--- config.mk ---
export PLATFORM = sky130hd
export DESIGN_NAME = adc_ctrl
export DESIGN_NICKNAME = d
export VERILOG_FILES = /design/src/adc_ctrl_pkg.sv /design/src/adc_ctrl.sv
export SDC_FILE = /design/constraint.sdc
export NUM_CORES = 1
export LEC_CHECK = 0
export BUFFER_PORTS_ARGS = -buffer_cell sky130_fd_sc_hd__clkbuf_2
export CAP_MARGIN = 20
export CORE_MARGIN = 4
export CORE_UTILIZATION = 52
export DETAILED_ROUTE_END_ITERATION = 7
export PLACE_DENSITY = 0.79
export SLEW_MARGIN = 15
export SYNTH_ARGS = -nofsm -noshare
export SYNTH_HDL_FRONTEND = slang
export SYNTH_SLANG_ARGS = --single-unit
--- constraint.sdc ---
create_clock -name aclk -period 4.75 [get_ports aclk]
set_input_delay 0.95 -clock aclk [delete_from_list [all_inputs] [get_ports aclk]]
set_output_delay 0.95 -clock aclk [all_outputs]
set_load 0.01 [all_outputs]
--- src/adc_ctrl_pkg.sv ---
// Package: register map, field positions, carriers and state record for the converter control block
package adc_ctrl_pkg;

   // ----------------------------------------------------------------
   // Register byte offsets
   // ----------------------------------------------------------------
   localparam logic [7:0] OFS_STATUS = 8'h00;
   localparam logic [7:0] OFS_CTRL   = 8'h04;
   localparam logic [7:0] OFS_RES_HI = 8'h08;
   localparam logic [7:0] OFS_RES_LO = 8'h0c;

   // ----------------------------------------------------------------
   // Field positions
   // ----------------------------------------------------------------
   localparam int CTL_PWR   = 7;
   localparam int CTL_JUST  = 6;
   localparam int CTL_EIGHT_BIT_SELECT  = 5;
   localparam int CTL_SGN   = 4;
   localparam int SC_DONE   = 7;
   localparam int SC_IE     = 6;
   localparam int SC_CONT   = 5;

   // ----------------------------------------------------------------
   // Reset values and bus answers
   // ----------------------------------------------------------------
   localparam logic [7:0] CTL_RST     = 8'h00;
   localparam logic [1:0] RESP_OKAY   = 2'h0;
   localparam logic [1:0] RESP_SLVERR = 2'h2;

   // ----------------------------------------------------------------
   // Carriers
   // ----------------------------------------------------------------
   typedef struct packed {
      logic       done;
      logic [9:0] result;
   } core_in_t;

   typedef struct packed {
      logic clk;
      logic start;
      logic abort;
      logic power;
   } core_out_t;

   typedef enum logic [1:0] {PH_OFF, PH_IDLE, PH_CONV} phase_t;

   typedef struct packed {
      phase_t     phase;
      logic [7:0] ctl;
      logic       irq_en;
      logic       cont;
      logic       done;
      logic [7:0] res_hi;
      logic [7:0] res_lo;
      logic [3:0] div;
      logic       cclk;
      logic       start;
      logic       abort;
      logic       irq;
      logic [2:0] dsync;
      logic [9:0] rs1;
      logic [9:0] rs2;
      logic       awready;
      logic       wready;
      logic       aw_hold;
      logic       w_hold;
      logic [7:0] waddr;
      logic [7:0] wdata;
      logic       wlane;
      logic       bvalid;
      logic [1:0] bresp;
      logic       arready;
      logic       rvalid;
      logic [1:0] rresp;
      logic [7:0] rdata;
   } state_t;

   localparam state_t STATE_RST = state_t'('0);

   // Map a raw 10-bit code onto the high and low result bytes
   function automatic logic [15:0] fmt(input logic [9:0] code, input logic [7:0] ctl);
      logic [9:0] v;
      v = code;
      if (ctl[CTL_SGN] && !ctl[CTL_JUST]) begin
         v[9] = ~code[9];
      end
      if (ctl[CTL_EIGHT_BIT_SELECT]) begin
         fmt = {v[9:2], 8'h00};
      end else if (ctl[CTL_JUST]) begin
         fmt = {6'h00, code[9:8], code[7:0]};
      end else begin
         fmt = {v[9:2], v[1:0], 6'h00};
      end
   endfunction

endpackage

--- src/adc_ctrl.sv ---
// Converter control, completion flag, interrupt request and result formatting behind an AXI4-Lite slave
`timescale 1ns/1ps
`default_nettype none

// How it works
// With interrupts enabled, request raised after each conversion, results already stored.
// With interrupts disabled, software polls the done flag.
// Interrupt request follows done flag gated by interrupt enable.
// Writing the status register clears the done flag.
// Reading either result register clears the done flag.
// Writing the control register aborts a conversion and starts none.
// Control bit 7 powers the converter; clearing it aborts and powers down (off, not idle).
// Control bit 6 selects left (0) or right (1) justification.
// At 8-bit resolution justification only disables signed select; result sits in high byte.
// Control bit 5 selects 8-bit; code bits 9-2 land on high bits 7-0.
// Control bit 4 gives signed output by inverting the result MSB.
// Signed ranges are 0x200..0x1ff (10-bit) and 0x80..0x7f (8-bit).
// Signed select is ignored under right justification.
// Control bits 3:0 select the conversion clock divider.
// Unsigned 10-bit left: full scale 0xff:0xc0, zero 0x00:0x00.
// 10-bit right: full scale 0x03:0xff, zero all zeros.
// Signed 8-bit: full scale 0x7f, zero 0x80, low byte zero.
// Reset clears registers, powers down, ends conversion, clears flag and request.
// Status write also cancels pending request and, when powered, starts a conversion.
// Divider factor is (prescale + 1) * 2, from 2 to 32.
// Continuous mode reconverts after each result; otherwise one per status write.
module adc_ctrl (
   // Clock, reset, enable
   input  wire  logic                    aclk,
   input  wire  logic                    aresetn,
   input  wire  logic                    ce,
   // AXI4-Lite write address
   input  wire  logic                    awvalid,
   output logic                          awready,
   input  wire  logic [7:0]              awaddr,
   // AXI4-Lite write data
   input  wire  logic                    wvalid,
   output logic                          wready,
   input  wire  logic [31:0]             wdata,
   input  wire  logic [3:0]              wstrb,
   // AXI4-Lite write response
   output logic                          bvalid,
   input  wire  logic                    bready,
   output logic [1:0]                    bresp,
   // AXI4-Lite read address
   input  wire  logic                    arvalid,
   output logic                          arready,
   input  wire  logic [7:0]              araddr,
   // AXI4-Lite read data
   output logic                          rvalid,
   input  wire  logic                    rready,
   output logic [31:0]                   rdata,
   output logic [1:0]                    rresp,
   // Analog core
   input  wire  adc_ctrl_pkg::core_in_t  core_in,
   output adc_ctrl_pkg::core_out_t       core_out,
   // Conversion complete request
   output logic                          conv_irq
);

   adc_ctrl_pkg::state_t s_r;
   adc_ctrl_pkg::state_t s_nxt;

   // ----------------------------------------------------------------
   // Next state
   // ----------------------------------------------------------------
   always_comb begin
      logic        kill;
      logic        restart;
      logic        finish;
      logic [15:0] res;
      kill    = 1'b0;
      restart = 1'b0;
      finish  = 1'b0;
      res     = 16'h0000;
      s_nxt   = s_r;
      s_nxt.start = 1'b0;
      s_nxt.abort = 1'b0;

      // Core signals come from the analog side, so they are synchronised
      s_nxt.dsync = {s_r.dsync[1:0], core_in.done};
      s_nxt.rs1   = core_in.result;
      s_nxt.rs2   = s_r.rs1;

      // Write address and data are taken independently, in either order
      if (awvalid && s_r.awready) begin
         s_nxt.aw_hold = 1'b1;
         s_nxt.waddr   = awaddr;
      end
      if (wvalid && s_r.wready) begin
         s_nxt.w_hold = 1'b1;
         s_nxt.wdata  = wdata[7:0];
         s_nxt.wlane  = wstrb[0];
      end

      if (s_r.aw_hold && s_r.w_hold && !s_r.bvalid) begin
         s_nxt.aw_hold = 1'b0;
         s_nxt.w_hold  = 1'b0;
         s_nxt.bvalid  = 1'b1;
         s_nxt.bresp   = adc_ctrl_pkg::RESP_OKAY;
         case (s_r.waddr)
            adc_ctrl_pkg::OFS_STATUS: begin
               if (s_r.wlane) begin
                  s_nxt.irq_en = s_r.wdata[adc_ctrl_pkg::SC_IE];
                  s_nxt.cont   = s_r.wdata[adc_ctrl_pkg::SC_CONT];
                  s_nxt.done   = 1'b0;
                  if (s_r.phase != adc_ctrl_pkg::PH_OFF) begin
                     s_nxt.phase = adc_ctrl_pkg::PH_CONV;
                     s_nxt.start = 1'b1;
                     restart     = 1'b1;
                  end
               end
            end
            adc_ctrl_pkg::OFS_CTRL: begin
               if (s_r.wlane) begin
                  s_nxt.ctl   = s_r.wdata;
                  kill        = 1'b1;
                  s_nxt.abort = (s_r.phase == adc_ctrl_pkg::PH_CONV);
                  if (s_r.wdata[adc_ctrl_pkg::CTL_PWR]) begin
                     s_nxt.phase = adc_ctrl_pkg::PH_IDLE;
                  end else begin
                     s_nxt.phase = adc_ctrl_pkg::PH_OFF;
                  end
               end
            end
            adc_ctrl_pkg::OFS_RES_HI,
            adc_ctrl_pkg::OFS_RES_LO: begin
               s_nxt.bresp = adc_ctrl_pkg::RESP_OKAY;
            end
            default: begin
               s_nxt.bresp = adc_ctrl_pkg::RESP_SLVERR;
            end
         endcase
      end
      if (s_r.bvalid && bready) begin
         s_nxt.bvalid = 1'b0;
      end
      s_nxt.awready = !s_nxt.aw_hold && !s_nxt.bvalid;
      s_nxt.wready  = !s_nxt.w_hold && !s_nxt.bvalid;

      // Read channel: one read outstanding, answered one edge after arrival
      if (arvalid && s_r.arready) begin
         s_nxt.rvalid = 1'b1;
         s_nxt.rresp  = adc_ctrl_pkg::RESP_OKAY;
         case (araddr)
            adc_ctrl_pkg::OFS_STATUS: begin
               s_nxt.rdata = {s_r.done, s_r.irq_en, s_r.cont, 5'h00};
            end
            adc_ctrl_pkg::OFS_CTRL: begin
               s_nxt.rdata = s_r.ctl;
            end
            adc_ctrl_pkg::OFS_RES_HI: begin
               s_nxt.rdata = s_r.res_hi;
               s_nxt.done  = 1'b0;
            end
            adc_ctrl_pkg::OFS_RES_LO: begin
               s_nxt.rdata = s_r.res_lo;
               s_nxt.done  = 1'b0;
            end
            default: begin
               s_nxt.rdata = 8'h00;
               s_nxt.rresp = adc_ctrl_pkg::RESP_SLVERR;
            end
         endcase
      end
      if (s_r.rvalid && rready) begin
         s_nxt.rvalid = 1'b0;
      end
      s_nxt.arready = !s_nxt.rvalid;

      // ----------------------------------------------------------------
      // Conversion clock: toggles every (prescale + 1) cycles
      // ----------------------------------------------------------------
      if (s_nxt.phase == adc_ctrl_pkg::PH_OFF) begin
         s_nxt.div  = 4'h0;
         s_nxt.cclk = 1'b0;
      end else if (s_r.div == s_r.ctl[3:0]) begin
         s_nxt.div  = 4'h0;
         s_nxt.cclk = ~s_r.cclk;
      end else begin
         s_nxt.div = s_r.div + 4'h1;
      end

      // ----------------------------------------------------------------
      // Completion: evaluated after the clears so a new result wins
      // ----------------------------------------------------------------
      finish = (s_r.phase == adc_ctrl_pkg::PH_CONV) && s_r.dsync[1] && !s_r.dsync[2] && !kill;
      if (finish) begin
         res          = adc_ctrl_pkg::fmt(s_r.rs2, s_r.ctl);
         s_nxt.res_hi = res[15:8];
         s_nxt.res_lo = res[7:0];
         s_nxt.done   = 1'b1;
         if (s_r.cont) begin
            s_nxt.start = 1'b1;
         end else if (!restart) begin
            s_nxt.phase = adc_ctrl_pkg::PH_IDLE;
         end
      end

      // Request is registered together with the flag, so both change on the same edge
      s_nxt.irq = s_nxt.done && s_nxt.irq_en;
   end

   // ----------------------------------------------------------------
   // State register
   // ----------------------------------------------------------------
   always_ff @(posedge aclk) begin
      if (!aresetn) begin
         s_r <= adc_ctrl_pkg::STATE_RST;
      end else if (ce) begin
         s_r <= s_nxt;
      end
   end

   // ----------------------------------------------------------------
   // Outputs, all straight from the state register
   // ----------------------------------------------------------------
   assign awready        = s_r.awready;
   assign wready         = s_r.wready;
   assign bvalid         = s_r.bvalid;
   assign bresp          = s_r.bresp;
   assign arready        = s_r.arready;
   assign rvalid         = s_r.rvalid;
   assign rdata          = {24'h000000, s_r.rdata};
   assign rresp          = s_r.rresp;
   assign core_out.clk   = s_r.cclk;
   assign core_out.start = s_r.start;
   assign core_out.abort = s_r.abort;
   assign core_out.power = s_r.ctl[adc_ctrl_pkg::CTL_PWR];
   assign conv_irq       = s_r.irq;

endmodule

`default_nettype wire

==> flow_metrics.env, run 1 <==
export IMPL_die_w_um=98.3
export IMPL_cp_cell_sequence="clkbuf_2 > buf_4 > nand2_1 > a21oi_4 > nor2_1 > a311oi_1"
export IMPL_die_height_um=98.3
export IMPL_first_iter_violations=250
export IMPL_rsz0062_at_grt="false"
export IMPL_ys_ff_latch=94
export IMPL_synthArstFlopShare_pct=0
export IMPL_placed_area_mm2=0.00436
export IMPL_finClkSkew_ns=0.00695
export IMPL_fillers=690
export IMPL_slowest_delay_ns=0.56
export IMPL_layout_setup_ws_ns=2.31
export IMPL_area_growth_pct=7.79
export IMPL_nets=584
export IMPL_timing_fmax_mhz=410
export IMPL_cpMaxStageDelayCell="a21oi_4"
export IMPL_grt_pass1_vias=3081
export IMPL_hold_violations=0
export IMPL_synth_edf_count=0
export IMPL_antenna_found_initial=0
export IMPL_core_region_area_mm2=0.00785
export IMPL_maxCapViolCount=0
export IMPL_gr_usage_all_layers_pct=18.0
export IMPL_clkTransAtPathRegs_ns=0.08
export IMPL_fin_crit_ns=2.44
export IMPL_drive_gt1_share_pct=19.0
export IMPL_place_congestion=0.830
export IMPL_start_util_pct=54.1
export IMPL_cts_buffer_depth=2
export IMPL_vias=3240
export IMPL_ios=117
export IMPL_clkLatencyLatePin_ns=0.36
export IMPL_setup_viol=0
export IMPL_dr_pass1_iters=7
export IMPL_yosysTopAreaCell="dfxtp_1"
export IMPL_cp_arrival_ns=2.71
export IMPL_ff2ff_path_depth=5
export IMPL_root_buffer="clkbuf_8"
export IMPL_slew_viol_final=0
export IMPL_dp_hpwl_um=6020
export IMPL_status="finished, final reports clean"
export IMPL_syn_inst=478
export IMPL_final_util_pct=58.3
export IMPL_relSlewSlack_pct=31.2
export IMPL_leakage_nw=1.89
export IMPL_start_kind="primary input"
export IMPL_hold_path_class="reg2reg"
export IMPL_cts_buffers=9
export IMPL_worstSetupPathType="in2reg"
export IMPL_synth_warning_count=0
export IMPL_cts_resized=0
export IMPL_ys_seq_area_share_pct=44.4
export IMPL_tightest_slew_ns=1.03
export IMPL_wl_um=8440
export IMPL_cts_sink_count=94
export IMPL_final_period_utilization_pct=51.4
export IMPL_crit_family="compound AO/OA/AOI/OAI gates"
export IMPL_tritoncts="yes"
export IMPL_whs_path_depth=2
export IMPL_tns_ns=0
export IMPL_drc=0
export IMPL_place_ws_ns=1.93
export IMPL_cp_num_cells=6
export IMPL_seq_area_mm2=0.00188
export IMPL_path_max_fanout=38
export IMPL_synth_ff_type="dfxtp_1"
export IMPL_synth_top_cell_area_share_pct=44.4
export IMPL_io_buffers=63
export IMPL_crit_required_ns=5.02
export IMPL_ir_drop_mv=0.120
export IMPL_drtAntennaViolNets=0
export IMPL_multi_input_area_mm2=0.00200
export IMPL_die_area_mm2=0.00967
export IMPL_grt_overflow=0
export IMPL_yosysMostFrequentCell="dfxtp_1"
export IMPL_ys_top_cells_by_count="dfxtp_1 (94), nand2_1 (62), nor2_1 (60)"
export IMPL_powerDensity_mw_per_mm2=325
export IMPL_yosysUniqueCellTypes=46
export IMPL_cts_setup_buffers=0
export IMPL_wl_per_cell_um=13.6
export IMPL_grt_pass1_wl_um=14300
export IMPL_path_buf_inv=2
export IMPL_vias_per_cell=5.23
export IMPL_final_area_mm2=0.00457
export IMPL_grt_max_degree=64
export IMPL_ys_top_cells_by_area="dfxtp_1 (44%), mux2i_1 (9.0%), buf_4 (7.4%)"
export IMPL_diodes=0
export IMPL_end_kind="flop"
export IMPL_cts_hold_buf=0
export IMPL_rows=32
export IMPL_syn_cell_area_mm2=0.00424
export IMPL_cts_htree_levels=3
export IMPL_avgSynthCellArea_um2=8.88
==> power breakdown <==
group | internal [mW] | switching, mW | total (mW) | leakage (nW)
Clock | 0.296 | 0.271 | 0.567 | 0.106
Combinational | 0.0382 | 0.0613 | 0.0994 | 1.02
Sequential | 0.804 | 0.0137 | 0.818 | 0.762
==> cell type report <==
cell class | instances | area share [%]
multi-input cells | 338 | 43.8
clock inverters | 6 | 1.89
clock buffers | 10 | 2.79
well taps | 102 | 2.79
repair buffers | 65 | 7.22
inverters | 4 | 0.328
flip-flops and latches | 94 | 41.1
==> kinds of logic after synthesis <==
| kind of cell | after synthesis | share of synthesized area (%) |
|---|---|---|
| AND/OR/NAND/NOR | 184 | 20.7 |
| flip-flops | 94 | 44.4 |
| AO/OA/AOI/OAI | 75 | 10.7 |
| buffers and inverters | 71 | 10.6 |
| multiplexers | 47 | 12.2 |
| XOR/XNOR | 5 | 1.03 |
| adder cells (fa/ha/maj) | 1 | 0.295 |
| other | 1 | 0.0884 |
==> per-layer routing <==
layer / up-vias / part of all wire (%) / GRT usage [%] / wire (um)
met5: - / 0 / 0 / 0
met3: 13 / 6.0 / 3.07 / 505
met1: 1496 / 46 / 24.2 / 3900
met4: 0 / 2.0 / 8.30 / 171
li1: 1638 / - / - / -
met2: 93 / 46 / 28.1 / 3870
==> sequential cells by signal (all words and copies together) (netlist names), 4 cells and up <==
register,flops
s_r,62
core_out,4
s_nxt,12
rdata,8
==> metrics by stage <==
stage | hold slack, ns | cells | total power, mW
6_report | 0.452 | 619 | 1.48
5_1_grt | 0.485 | 619 | 1.54
4_1_cts | 0.458 | 619 | 1.50
3_5_place_dp | 0.447 | 603 | 0.935
3_3_place_gp | 0.441 | 603 | 0.932
2_1_floorplan | 0.432 | 503 | 0.916
==> final timing paths <==
path            start  endpoint  slack [ns]
min reg2reg  rdata[0]  rdata[0]        0.45
max                ce   s_r[75]        2.31
min          rdata[0]  rdata[0]        0.45
max reg2reg   s_r[24]   s_r[66]        2.78
==> worst reg2reg max path: cells and delay by family, from the launching register on <==
| family | cells | cell delay [ns] |
|---|---|---|
| and+or+nand+nor | 3 | 0.92 |
| muxes | 1 | 0.45 |
| DFF | 1 | 0.35 |
| AOI/OAI and AO/OA | 1 | 0.18 |
==> layout by cell type, fill, tap and decap left out, types with 3 or more instances in the layout <==
| cell type | count |
|---|---|
| conb_1 | 26 |
| a22oi_1 | 4 |
| nand3_1 | 18 |
| a211oi_1 | 4 |
| xnor2_1 | 5 |
| nor2_1 | 60 |
| dfxtp_1 | 94 |
| mux4_2 | 3 |
| a311oi_1 | 3 |
| and3_1 | 4 |
| a21oi_1 | 47 |
| mux2_2 | 5 |
| mux2i_1 | 38 |
| nand4_1 | 5 |
| nand2_1 | 62 |
| a22o_1 | 5 |
| nor2b_1 | 6 |
| o21ai_0 | 4 |
| nand2b_1 | 13 |
| nor3_1 | 4 |
| clkbuf_8 | 9 |
| clkbuf_2 | 63 |
No activity file was read; power rests on OpenSTA's default activity.
==> inputs of run 2 (changes only) <==
==> constraint.sdc (replaced) <==
create_clock -name aclk -period 2.5 [get_ports aclk]
set_input_delay 0.5 -clock aclk [delete_from_list [all_inputs] [get_ports aclk]]
set_output_delay 0.5 -clock aclk [all_outputs]
set_load 0.01 [all_outputs]
==> run 2 against run 1 <==
Effect of this change:
- via count up 1.7%
- core utilization up 0.13 points
- register-to-register slack worse by 2.2 ns
==> flow_metrics.env, run 2 (same netlist as run 1, synthesis figures left out) <==
export IMPL_diodes=0
export IMPL_gr_usage_all_layers_pct=17.9
export IMPL_leakage_nw=1.89
export IMPL_top_register="s_r"
export IMPL_area_growth_pct=8.02
export IMPL_slew_viol_final=0
export IMPL_status="finished, final reports clean"
export IMPL_cts_hold_buf=0
export IMPL_final_period_utilization_pct=77.8
export IMPL_dp_hpwl_um=6230
export IMPL_tritoncts="yes"
export IMPL_root_buffer="clkbuf_8"
export IMPL_start_kind="flop"
export IMPL_slowest_delay_ns=0.45
export IMPL_cp_arrival_ns=2.25
export IMPL_drc=0
export IMPL_multi_input_area_mm2=0.00200
export IMPL_finClkSkew_ns=0.00786
export IMPL_clkLatencyLatePin_ns=0.35
export IMPL_final_common_cell="dfxtp_1"
export IMPL_drive_gt1_share_pct=19.3
export IMPL_seq_area_mm2=0.00188
export IMPL_cts_buffer_depth=2
export IMPL_dr_pass1_iters=4
export IMPL_final_cell_mix="dfxtp_1 (94), clkbuf_2 (63), nand2_1 (62)"
export IMPL_rsz0062_at_grt="false"
export IMPL_ir_drop_mv=0.317
export IMPL_ios=117
export IMPL_final_util_pct=58.4
export IMPL_clkTransAtPathRegs_ns=0.09
export IMPL_timing_fmax_mhz=514
export IMPL_grt_overflow=0
export IMPL_setup_viol=0
export IMPL_vias=3296
export IMPL_die_w_um=98.3
export IMPL_cp_cell_sequence="nor4_4 > and4_1 > nand3_2 > nor3b_2 > o21a_1"
export IMPL_antenna_found_initial=0
export IMPL_wl_per_cell_um=13.9
export IMPL_powerDensity_mw_per_mm2=593
export IMPL_rows=32
export IMPL_path_buf_inv=0
export IMPL_core_region_area_mm2=0.00785
export IMPL_vias_per_cell=5.31
export IMPL_largest_register_ffs=62
export IMPL_cts_sink_count=94
export IMPL_hold_path_class="in2reg"
export IMPL_die_height_um=98.3
export IMPL_grt_pass1_vias=3126
export IMPL_end_kind="flop"
export IMPL_place_congestion=0.834
export IMPL_grt_max_degree=55
export IMPL_cts_resized=0
export IMPL_path_max_fanout=9
export IMPL_grt_pass1_wl_um=14200
export IMPL_first_iter_violations=220
export IMPL_crit_family="simple AND/OR/NAND/NOR gates"
export IMPL_nets=587
export IMPL_drtAntennaViolNets=0
export IMPL_tns_ns=0
export IMPL_maxCapViolCount=0
export IMPL_die_area_mm2=0.00967
export IMPL_hold_violations=0
export IMPL_cts_htree_levels=3
export IMPL_crit_required_ns=2.80
export IMPL_io_buffers=63
export IMPL_fillers=684
export IMPL_wl_um=8620
export IMPL_worstSetupPathType="reg2reg"
export IMPL_fin_crit_ns=1.94
export IMPL_cpMaxStageDelayCell="and4_1"
export IMPL_cts_setup_buffers=0
export IMPL_start_util_pct=54.1
export IMPL_cts_buffers=9
-- run 2: cell types whose count changed in the layout (fill, tap and decap cells not counted) --
cell       previous run  this run
buf_4                 2         4
buf_12                0         1
bufinv_16             2         1
clkbuf_8              9        10
clkinv_4              1         0
-- run 2: worst register-to-register path: stages (launching register included) --
cell and delay (ns):
dfxtp_1 0.34, nor4_4 0.32, and4_1 0.45, nand3_2 0.34, nor3b_2 0.29, o21a_1 0.14
-- run 2: report_power, final --
part | internal, mW | switching (mW)
Clock | 0.481 | 0.486
Sequential | 1.53 | 0.0268
Combinational | 0.0765 | 0.118
Total | 2.09 | 0.631
-- run 2: final cells by class --
class / count / share of cell area (%)
tap: 102 / 2.78
inverter: 4 / 0.328
sequential: 94 / 41.1
clock inverter: 4 / 1.04
clock buffer: 11 / 3.08
multi-input combinational: 338 / 43.7
timing repair buffer: 68 / 7.97
-- run 2: metrics by stage --
step | setup slack, ns | hold slack, ns | power, mW | area, um^2 | cells
after global routing | 0.371 | 0.355 | 2.83 | 4580 | 621
after floorplan | 0.774 | 0.432 | 1.74 | 4340 | 503
after global placement | 0.477 | 0.442 | 1.78 | 4390 | 606
after detailed placement | 0.399 | 0.445 | 1.78 | 4390 | 606
final | 0.555 | 0.358 | 2.72 | 4580 | 621
after CTS | 0.552 | 0.342 | 2.74 | 4580 | 621
-- run 2: path summary, 6_finish.rpt --
kind                 from           to  slack [ns]  cells past startpoint
setup / recovery  s_r[24]  core_out[1]        0.56                      5
hold / removal     rready       rvalid        0.36                      2
setup reg to reg  s_r[24]  core_out[1]        0.56                      5
hold reg to reg   s_r[15]      s_r[15]        0.45                      2
-- run 2: routing by layer --
metal  vias up  wire [um]  track usage (%)
met5         -          0                0
met4         0         79             7.98
met3         7        645             3.79
met2       103       4110             28.5
met1      1546       3790             23.3
li1       1640          -                -
